===== src/core/adcrc_pkg.sv =====
package adcrc_pkg;

  // ----------------------------------------------------------------------
  // Clock and conversion timing
  // ----------------------------------------------------------------------
  localparam int CLK_HZ = 125_000_000;
  localparam int OSC60_HZ = 153_600;      // Internal clock, 60 Hz notch
  localparam int OSC50_HZ = OSC60_HZ * 50 / 60; // Same filter, 50 Hz notch
  localparam logic [9:0] OSC60_DIV = 10'(CLK_HZ / OSC60_HZ);
  localparam logic [9:0] OSC50_DIV = 10'(CLK_HZ / OSC50_HZ);
  localparam int CONV_RATIO = 20480;      // Conversion clocks per result
  localparam int FSEL_IDLE_NS = 100_000;  // No edge this long: pin is static
  localparam int FSEL_IDLE_CYC = FSEL_IDLE_NS / (1_000_000_000 / CLK_HZ);

  // ----------------------------------------------------------------------
  // Output word layout and coding
  // ----------------------------------------------------------------------
  localparam int WORD_BITS = 24;
  localparam int CODE_BITS = 20;
  localparam int RES_BITS = CODE_BITS + 2;  // Sign, range, code
  localparam int IN_BITS = 23;              // Signed input, 2^20 = reference
  localparam int FIFO_DEPTH = 32;
  localparam logic [4:0] LAST_FALL_IDX = 5'h17;  // Index of the 24th fall
  localparam logic [CODE_BITS-1:0] OVER_CLAMP = 20'h1ffff;
  localparam logic [CODE_BITS-1:0] UNDER_CLAMP = 20'he0000;
  localparam logic signed [IN_BITS-1:0] REF_IN = 23'sh100000;
  localparam logic signed [IN_BITS-1:0] OVER_IN = 23'sh11ffff;
  localparam logic signed [IN_BITS-1:0] UNDER_IN = 23'sh7e0000;

  typedef enum logic [0:0] {
    SER_IDLE = 1'b0,
    SER_SHIFT = 1'b1
  } adcrc_ser_t;

  // Returns {sign, range, code} for one signed input sample
  function automatic logic [RES_BITS-1:0] adcrc_code(
      input logic signed [IN_BITS-1:0] x);
    logic [IN_BITS-1:0] d;
    d = x - REF_IN;
    if (x >= OVER_IN)
      adcrc_code = {2'b11, OVER_CLAMP};
    else if (x >= REF_IN)
      adcrc_code = {2'b11, d[CODE_BITS-1:0]};
    else if (x >= 0)
      adcrc_code = {2'b10, x[CODE_BITS-1:0]};
    else if (x <= UNDER_IN)
      adcrc_code = {2'b01, UNDER_CLAMP};
    else
      adcrc_code = {2'b01, x[CODE_BITS-1:0]};
  endfunction

endpackage


===== src/core/adcrc_top.sv =====
// Functional notes
// Internal clock 153.6 kHz gives 60 Hz notch and 7.5 results/s.
// Static select pin enables internal oscillator; low 60 Hz, high 50 Hz.
// A toggling select pin is the conversion clock; rate is it / 20480.
// Host may drive a fast clock, then hold the pin low again.
// Each result is independent of the one before.
// Word bits 23..20: done flag (low valid), zero, sign, range.
// Zero to reference: sign 1, range 0, straight binary code.
// Above reference: range 1, excess from zero, clamp 0x1ffff.
// Negative: sign 0, range 1, clamp 0xe0000 at -1/8 reference.
// Exactly zero: code zero, range 0, sign may read either way.
// Word is 24 bits, status first, MSB first.
// Chip select low outside readout shows the done flag on data out.
// One bit per clock fall; 24th fall drives out high, starts conversion.
// Chip select high floats data out; rise during readout aborts.
// An external conversion clock runs without gaps through a conversion.
`timescale 1ns/1ps
`default_nettype none

// ------------------------------------------------------------------------
// Result FIFO
// ------------------------------------------------------------------------
module adcrc_fifo
  import adcrc_pkg::*;
#(
  parameter int WIDTH = RES_BITS,
  parameter int DEPTH = FIFO_DEPTH
) (
  // Clock and reset
  input wire logic CLK_SYS,
  input wire logic RST_N,
  // Write side
  input wire logic in_valid,
  output logic in_ready,
  input wire logic [WIDTH-1:0] in_data,
  // Read side
  output logic out_valid,
  input wire logic out_ready,
  output logic [WIDTH-1:0] out_data
);
  localparam int AW = $clog2(DEPTH);
  localparam int CW = $clog2(DEPTH + 1);

  typedef struct packed {
    logic [DEPTH-1:0][WIDTH-1:0] mem;
    logic [AW-1:0] wr;
    logic [AW-1:0] rd;
    logic [CW-1:0] cnt;
  } adcrc_fifo_t;

  adcrc_fifo_t s, n;
  logic push, pop;

  // Full and empty come straight from the occupancy count
  assign in_ready = (s.cnt != CW'(DEPTH));
  assign out_valid = (s.cnt != '0);
  assign out_data = s.mem[s.rd];
  assign push = in_valid & in_ready;
  assign pop = out_valid & out_ready;

  // Next state
  always_comb begin
    n = s;
    if (push) begin
      n.mem[s.wr] = in_data;
      n.wr = s.wr + AW'(1);
    end
    if (pop)
      n.rd = s.rd + AW'(1);
    n.cnt = s.cnt + CW'(push) - CW'(pop);
  end

  // State register
  always_ff @(posedge CLK_SYS or negedge RST_N) begin
    if (!RST_N)
      s <= '0;
    else
      s <= n;
  end
endmodule // adcrc_fifo

// ------------------------------------------------------------------------
// Rate control, result coding and serial port
// ------------------------------------------------------------------------
module adcrc_top
  import adcrc_pkg::*;
#(
  parameter int CONV_TICKS = CONV_RATIO,
  parameter int FSEL_IDLE_CYCLES = FSEL_IDLE_CYC
) (
  // Clock and reset
  input wire logic CLK_SYS,
  input wire logic RST_N,
  // Rate select pin and converted sample
  input wire logic RATE_SELECT_CLOCK_IN,
  input wire logic signed [IN_BITS-1:0] ANALOG_CODE,
  // Serial port
  input wire logic CS_N,
  input wire logic SCK,
  output logic SDO,
  output logic SDO_OE_N,
  // Status
  output logic EXT_CLOCK_MODE,
  output logic CONV_STALLED
);
  typedef struct packed {
    logic f0_s1;
    logic f0_s2;
    logic f0_d;
    logic cs_s1;
    logic cs_s2;
    logic cs_d;
    logic sck_s1;
    logic sck_s2;
    logic sck_d;
    logic [15:0] idle_cnt;
    logic ext_mode;
    logic [9:0] osc_cnt;
    logic [14:0] tick_cnt;
    adcrc_ser_t state;
    logic [4:0] bit_cnt;
    logic [WORD_BITS-1:0] shreg;
    logic sdo;
    logic sdo_oe_n;
  } adcrc_state_t;

  localparam logic [14:0] CONV_DONE = 15'(CONV_TICKS);
  localparam logic [15:0] IDLE_LAST = 16'(FSEL_IDLE_CYCLES - 1);

  adcrc_state_t s, n;
  logic f0_edge, f0_rise, sck_fall, cs_low, cs_rise;
  logic [9:0] osc_div;
  logic conv_tick, push, push_ready, pop, restart;
  logic fifo_valid;
  logic [RES_BITS-1:0] fifo_data;
  logic [WORD_BITS-1:0] word;

  // Edges are taken from the second sync stage onward only
  assign f0_edge = s.f0_s2 ^ s.f0_d;
  assign f0_rise = s.f0_s2 & ~s.f0_d;
  assign sck_fall = ~s.sck_s2 & s.sck_d;
  assign cs_low = ~s.cs_s2;
  assign cs_rise = s.cs_s2 & ~s.cs_d;
  assign osc_div = s.f0_s2 ? OSC50_DIV : OSC60_DIV;
  assign conv_tick = s.ext_mode ? f0_rise
                                : (s.osc_cnt == osc_div - 10'h1);
  assign push = (s.tick_cnt == CONV_DONE) && push_ready;
  assign word = {1'b0, 1'b0, fifo_data};

  adcrc_fifo #(
    .WIDTH(RES_BITS),
    .DEPTH(FIFO_DEPTH)
  ) u_fifo (
    .CLK_SYS(CLK_SYS),
    .RST_N(RST_N),
    .in_valid(s.tick_cnt == CONV_DONE),
    .in_ready(push_ready),
    .in_data(adcrc_code(ANALOG_CODE)),
    .out_valid(fifo_valid),
    .out_ready(pop),
    .out_data(fifo_data)
  );

  // Next state: clock select, conversion timing, serial shifter
  always_comb begin
    n = s;
    pop = 1'b0;
    restart = 1'b0;
    n.f0_s1 = RATE_SELECT_CLOCK_IN;
    n.f0_s2 = s.f0_s1;
    n.f0_d = s.f0_s2;
    n.cs_s1 = CS_N;
    n.cs_s2 = s.cs_s1;
    n.cs_d = s.cs_s2;
    n.sck_s1 = SCK;
    n.sck_s2 = s.sck_s1;
    n.sck_d = s.sck_s2;
    // A pin that stops toggling hands back to the oscillator
    if (f0_edge) begin
      n.idle_cnt = '0;
      n.ext_mode = 1'b1;
    end else if (s.idle_cnt == IDLE_LAST) begin
      n.ext_mode = 1'b0;
    end else begin
      n.idle_cnt = s.idle_cnt + 16'h1;
    end
    n.osc_cnt = (s.osc_cnt >= osc_div - 10'h1) ? '0 : s.osc_cnt + 10'h1;
    // Serial port; clock falls are ignored while chip select is high
    n.sdo_oe_n = s.cs_s2;
    case (s.state)
      SER_IDLE: begin
        n.sdo = ~fifo_valid;
        if (cs_low && sck_fall && fifo_valid) begin
          n.sdo = word[WORD_BITS-2];
          n.shreg = {word[WORD_BITS-3:0], 2'b11};
          n.bit_cnt = 5'h1;
          n.state = SER_SHIFT;
        end
      end
      SER_SHIFT: begin
        if (cs_rise) begin
          pop = 1'b1;
          restart = 1'b1;
          n.state = SER_IDLE;
        end else if (sck_fall && s.bit_cnt == LAST_FALL_IDX) begin
          n.sdo = 1'b1;
          pop = 1'b1;
          restart = 1'b1;
          n.state = SER_IDLE;
        end else if (sck_fall) begin
          n.sdo = s.shreg[WORD_BITS-1];
          n.shreg = {s.shreg[WORD_BITS-2:0], 1'b1};
          n.bit_cnt = s.bit_cnt + 5'h1;
        end
      end
      default: begin
        n.state = SER_IDLE;
      end
    endcase
    // Counter clears per result so nothing carries into the next one
    if (restart || push)
      n.tick_cnt = '0;
    else if (conv_tick && s.tick_cnt != CONV_DONE)
      n.tick_cnt = s.tick_cnt + 15'h1;
  end

  // State register
  always_ff @(posedge CLK_SYS or negedge RST_N) begin
    if (!RST_N) begin
      s <= '0;
      s.cs_s1 <= 1'b1;
      s.cs_s2 <= 1'b1;
      s.cs_d <= 1'b1;
      s.sdo <= 1'b1;
      s.sdo_oe_n <= 1'b1;
    end else begin
      s <= n;
    end
  end

  // Outputs
  assign SDO = s.sdo;
  assign SDO_OE_N = s.sdo_oe_n;
  assign EXT_CLOCK_MODE = s.ext_mode;
  assign CONV_STALLED = (s.tick_cnt == CONV_DONE) && !push_ready;

  // Tick spacing is only meaningful after one clean oscillator tick, so an
  // external clock period or a select change re-arms the measurement
  logic [9:0] gap_ff;
  logic gap_ok_ff;
  always_ff @(posedge CLK_SYS or negedge RST_N) begin
    if (!RST_N) begin
      gap_ff <= '0;
      gap_ok_ff <= 1'b0;
    end else if (s.ext_mode || f0_edge) begin
      gap_ff <= '0;
      gap_ok_ff <= 1'b0;
    end else if (conv_tick) begin
      gap_ff <= '0;
      gap_ok_ff <= 1'b1;
    end else begin
      gap_ff <= gap_ff + 10'h1;
    end
  end
endmodule // adcrc_top

`default_nettype wire


===== config.mk =====
export PLATFORM = sky130hd
export DESIGN_NAME = adcrc_top
export DESIGN_NICKNAME = d
export VERILOG_FILES = /design/src/core/adcrc_pkg.sv /design/src/core/adcrc_top.sv
export SDC_FILE = /design/constraint.sdc
export NUM_CORES = 1
export LEC_CHECK = 0
export BUFFER_PORTS_ARGS = -buffer_cell sky130_fd_sc_hd__buf_2
export CORE_MARGIN = 3
export CORE_UTILIZATION = 65
export CTS_CLUSTER_DIAMETER = 150
export DETAILED_ROUTE_END_ITERATION = 12
export PLACE_DENSITY_LB_ADDON = 0.25
export SLEW_MARGIN = 20
export SYNTH_ARGS = -nofsm -noshare
export SYNTH_HDL_FRONTEND = slang
export SYNTH_SLANG_ARGS = --single-unit
export TNS_END_PERCENT = 10

===== constraint.sdc =====
create_clock -name CLK_SYS -period 4.6 [get_ports CLK_SYS]
set_input_delay 0.46 -clock CLK_SYS [delete_from_list [all_inputs] [get_ports CLK_SYS]]
set_output_delay 0.46 -clock CLK_SYS [all_outputs]
set_load 0.005 [all_outputs]

==> results.md <==
Synth:
- The mux cell area share after synthesis is 10.74%.
- Counting distinct cell types in the post-synthesis netlist gives 61.
- The number of synthesized flops with an enable pin is 0.
- Summing the sequential cell areas from Yosys gives 55.55% of the chip area.
- The synthesized-area fraction occupied by adder cells is 0.9209%.
- For this run, the number of Yosys warnings is 0.
- The synthesized netlist devotes 14.55% of its cell area to compound gates.
- The flip-flop cell with the highest count after synthesis is sky130_fd_sc_hd__dfrtp_1.
- The xor and xnor fraction of the mapped netlist area is 0.9452%.
- The net count of the mapped netlist is 3462.
- The cell area after synthesis is 0.03614 sq mm.
- After synthesis, the largest family of logic cells by area is compound AO/OA/AOI/OAI gates.
- After technology mapping, the gate count stands at 3408.
- Dividing the synthesized area by the synthesized cell count gives 10.60 sq um.
- The synthesis-stage register bit count is 802.
- The share of flip-flops with an asynchronous set or reset after synthesis is 100.0%.
- Summing the areas of all and, or, nand and nor instances in the mapped netlist gives 13.05% of the synthesized area.

Final layout:
- Leaving out fill and tap cells, the most frequent cell in the layout is sky130_fd_sc_hd__dfrtp_1.
- Cells with a size suffix above 1 make up 13.05% of the layout.
- Leaving out fill and tap cells, the most frequent cells in the layout are sky130_fd_sc_hd__dfrtp_1 (794), sky130_fd_sc_hd__nand2_1 (756), sky130_fd_sc_hd__o21ai_0 (670).
- The final net count is 3346.
- The filler-free cell count of the finished design is 4097.
- Relative to the synthesized area, the layout overhead comes to 9.192%.

Clocking:
- The maximum buffer depth of the clock tree is 3.
- The number of H-tree levels is 3.
- The root buffer cell is sky130_fd_sc_hd__clkbuf_16.
- The number of clock buffers added by TritonCTS is 82.
- Clock latency on the worst-skew pair, taken at its later pin, is 0.63 ns.
- Counting every sink on the clock net gives 802.
- The clock tree from TritonCTS is built.
- The clock-pin slew on the worst setup and hold paths is 0.06 ns.

Worst setup path:
- The cell family contributing the most delay on the critical path is simple AND/OR/NAND/NOR gates.
- The number of buffer and inverter stages on the critical path is 2.
- The largest individual stage delay along the critical path comes from the cell sky130_fd_sc_hd__and4_2.
- The critical path goes through inv_1 -> ha_1 -> nor4b_1 -> and4_2 -> buf_4 -> nand4_4 -> nand2_1 -> o21ai_0.
- Of all nets on the critical path, the largest fanout is 44.
- STA puts the critical path data required time at 5.06 ns.
- The worst setup path is captured at a flop.
- The largest stage delay on the critical path is 0.85 ns.
- The worst endpoint data arrival time is 3.92 ns.
- For flop-to-flop paths, the worst setup slack is 1.14 ns.
- The category of the worst setup path launch point is a flop.
- The worst setup path is of the reg2reg kind.

Outcome:
- The flow ran to the end, and the final reports show no timing, DRC or antenna violations.

Detailed routing:
- The first detailed-routing pass took 7 iterations.
- The via density per instance is 6.451.
- Summed over all layers, the routed wires come to 92250 um.
- The routed layout has 26430 vias.
- The number of remaining DRC errors is 0.
- The detail-routed net length per standard cell is 22.52 um.
- The detail route stage leaves a number of antenna-violating nets equal to 0.
- The initial DRC count is 2838.

Power and ir drop:
- The worst ir drop on vdd is 0.0004184 V.
- Summed over all cells, the static leakage comes to 17.16 nW.
- The ratio of total power to cell area is 366.3 mW/mm^2.

Global route:
- The number of global-route vias before repair is 26980.
- The total overflow left after global routing is 0.
- The first global-routing pass estimated 148600 um of wire.
- The number of antenna violations at the first check in global routing came to 5.
- Global routing used 32.11% of the available tracks across all layers.
- Entering global routing, the biggest net connects 137 pins.

Floorplan:
- Measured along the y axis, the die boundary spans 241.8 um.
- The overall die area is 0.05846 sq mm.
- The horizontal die dimension is 241.8 um.
- The placeable core region is 0.05445 sq mm.
- The I/O pin count is 32.
- Row generation in the floorplan step produced 85 rows.
- The initial core utilization is 66.37%.

Timing:
- The count of final max-slew check failures is 0.
- The final hold violation count is 0.
- Headroom to the max-slew limit came out at 29.42%.
- The time the worst path needs with I/O delays and setup is 3.464 ns.
- The smallest setup slack after layout is 1.136 ns.
- Setup total negative slack on the finished layout was measured at 0 ns.
- The share of the cycle needed by the critical path after routing is 75.30%.
- The largest clock skew in the final design is 0.02203 ns.
- Setup repair after global routing left no endpoint under its margin.
- Setup violations remaining at the end of the flow were counted as 0.
- The achievable clock frequency is 288.7 MHz.
- The pin slew with the least headroom to its limit is 1.056 ns.

Min path:
- The path category of the worst min-delay check is in2reg.

Run:
- The number of max-capacitance violations reported is 0.

Placed design:
- Once placement completed, the tool counted placed cells totaling 3943.
- The number of buffers inserted by port buffering is 31.
- The half-perimeter wire length after placement is 56280 um.
- The final estimated routing congestion in global placement is 0.8573.
- The worst slack at placement is 1.233 ns.
## final timing paths
check,startpoint,endpoint,cells past startpoint
min reg2reg,n[78],n[0],0
min in group asynchronous,RST_N,n[74],2
max,s[32],u_fifo.s[153],8
max reg2reg,s[32],u_fifo.s[153],8
max in group asynchronous,RST_N,u_fifo.s[427],3
min,ANALOG_CODE[1],u_fifo.s[479],3
## worst register-to-register path, cell delays in order (launching register included)
cell and delay, ns:
sky130_fd_sc_hd__dfrtp_1 0.43, sky130_fd_sc_hd__inv_1 0.08, sky130_fd_sc_hd__ha_1 0.18, sky130_fd_sc_hd__nor4b_1 0.35
sky130_fd_sc_hd__and4_2 0.85, sky130_fd_sc_hd__buf_4 0.36, sky130_fd_sc_hd__nand4_4 0.60, sky130_fd_sc_hd__nand2_1 0.32
sky130_fd_sc_hd__o21ai_0 0.14
## cells by family after synthesis
kind of cell,count (synthesis)
buffers and inverters,334
AOI/OAI and AO/OA,945
adders and majority gates,26
xor gates and xnor gates,39
muxes,246
DFF,802
and+or+nand+nor,1016
## registers in the layout, indices dropped and copies added (netlist names)
name and count:
EXT_CLOCK_MODE 1, SDO 1, u_fifo.s 720, n 6, s 73, SDO_OE_N 1
## area by class of cell
cell class | instances | area [sq um]
Antenna cell | 1 | 2.502
Clock buffer | 122 | 2425
Clock inverter | 27 | 372.9
Fill cell | 3662 | 14990
Inverter | 25 | 93.84
Multi-Input combinational cell | 2272 | 14660
Sequential cell | 802 | 20090
Tap cell | 739 | 924.6
Timing Repair Buffer | 109 | 898.4
## synth_stat cells (5+ instances only)
| cell type | count | area [sq um] |
|---|---|---|
| sky130_fd_sc_hd__dfrtp_1 | 798 | 19970 |
| sky130_fd_sc_hd__nand2_1 | 757 | 2841 |
| sky130_fd_sc_hd__o21ai_0 | 670 | 3353 |
| sky130_fd_sc_hd__clkbuf_1 | 169 | 634.4 |
| sky130_fd_sc_hd__mux2i_1 | 111 | 1111 |
| sky130_fd_sc_hd__mux4_2 | 111 | 2500 |
| sky130_fd_sc_hd__buf_2 | 73 | 365.4 |
| sky130_fd_sc_hd__o21ai_1 | 53 | 265.3 |
| sky130_fd_sc_hd__a211oi_1 | 46 | 345.3 |
| sky130_fd_sc_hd__o22ai_1 | 44 | 275.3 |
| sky130_fd_sc_hd__nor2_1 | 43 | 161.4 |
| sky130_fd_sc_hd__nand3_1 | 38 | 190.2 |
| sky130_fd_sc_hd__clkbuf_2 | 30 | 150.1 |
| sky130_fd_sc_hd__nor2b_1 | 28 | 175.2 |
| sky130_fd_sc_hd__nor3_1 | 27 | 135.1 |
| sky130_fd_sc_hd__a21oi_1 | 25 | 125.1 |
| sky130_fd_sc_hd__ha_1 | 25 | 312.8 |
| sky130_fd_sc_hd__inv_1 | 25 | 93.84 |
| sky130_fd_sc_hd__xnor2_1 | 25 | 219.0 |
| sky130_fd_sc_hd__mux2_2 | 24 | 270.3 |
| sky130_fd_sc_hd__o221ai_1 | 23 | 201.4 |
| sky130_fd_sc_hd__o311ai_0 | 22 | 192.7 |
| sky130_fd_sc_hd__a2111oi_0 | 21 | 183.9 |
| sky130_fd_sc_hd__nand4_1 | 21 | 131.4 |
| sky130_fd_sc_hd__nand4_4 | 21 | 446.7 |
| sky130_fd_sc_hd__a22oi_1 | 17 | 127.6 |
| sky130_fd_sc_hd__and2_1 | 15 | 93.84 |
| sky130_fd_sc_hd__buf_6 | 15 | 168.9 |
| sky130_fd_sc_hd__xor2_1 | 14 | 122.6 |
| sky130_fd_sc_hd__and3_1 | 11 | 68.82 |
| sky130_fd_sc_hd__buf_1 | 11 | 41.29 |
| sky130_fd_sc_hd__buf_4 | 11 | 82.58 |
| sky130_fd_sc_hd__or3_1 | 9 | 56.30 |
| sky130_fd_sc_hd__nand2b_1 | 7 | 43.79 |
| sky130_fd_sc_hd__nand4_2 | 7 | 87.58 |
| sky130_fd_sc_hd__and4_1 | 6 | 52.55 |
| sky130_fd_sc_hd__o211ai_1 | 6 | 45.04 |
| sky130_fd_sc_hd__or4_1 | 6 | 45.04 |
| sky130_fd_sc_hd__nor4_1 | 5 | 31.28 |
## routing by layer
layer / vias to the layer above / global-route usage [%] / wire length (um)
li1: 11780 / - / -
met1: 13330 / 43.90 / 37550
met2: 1091 / 50.14 / 43290
met3: 220 / 9.073 / 8690
met4: 8 / 11.28 / 2669
met5: - / 0 / 56
## timing repair
item,in CTS,in global routing
buffers inserted,0,0
gates resized for setup,0,0
endpoints found under the hold margin,92,0
hold buffers,4,0
## power by group
part | switching (mW) | internal [mW]
sequential | 0.0303 | 7.08
clock | 2.77 | 4.11
combinational | 0.376 | 0.0927
total | 3.18 | 11.3
## stage by stage
| stage | util, % | area (sq um) | hold slack (ns) | power, mW |
|---|---|---|---|---|
| 2_1_floorplan | - | 36140 | 0.1644 | 7.412 |
| 3_3_place_gp | 67.24 | 36610 | 0.3564 | 7.677 |
| 3_5_place_dp | 67.24 | 36610 | 0.3411 | 7.700 |
| 4_1_cts | 72.45 | 39450 | 0.2301 | 14.50 |
| 5_1_grt | 72.47 | 39460 | 0.2539 | 14.86 |
| 6_report | 72.47 | 39460 | 0.2436 | 14.46 |
Note: power is estimated with default switching activity, not from simulation.
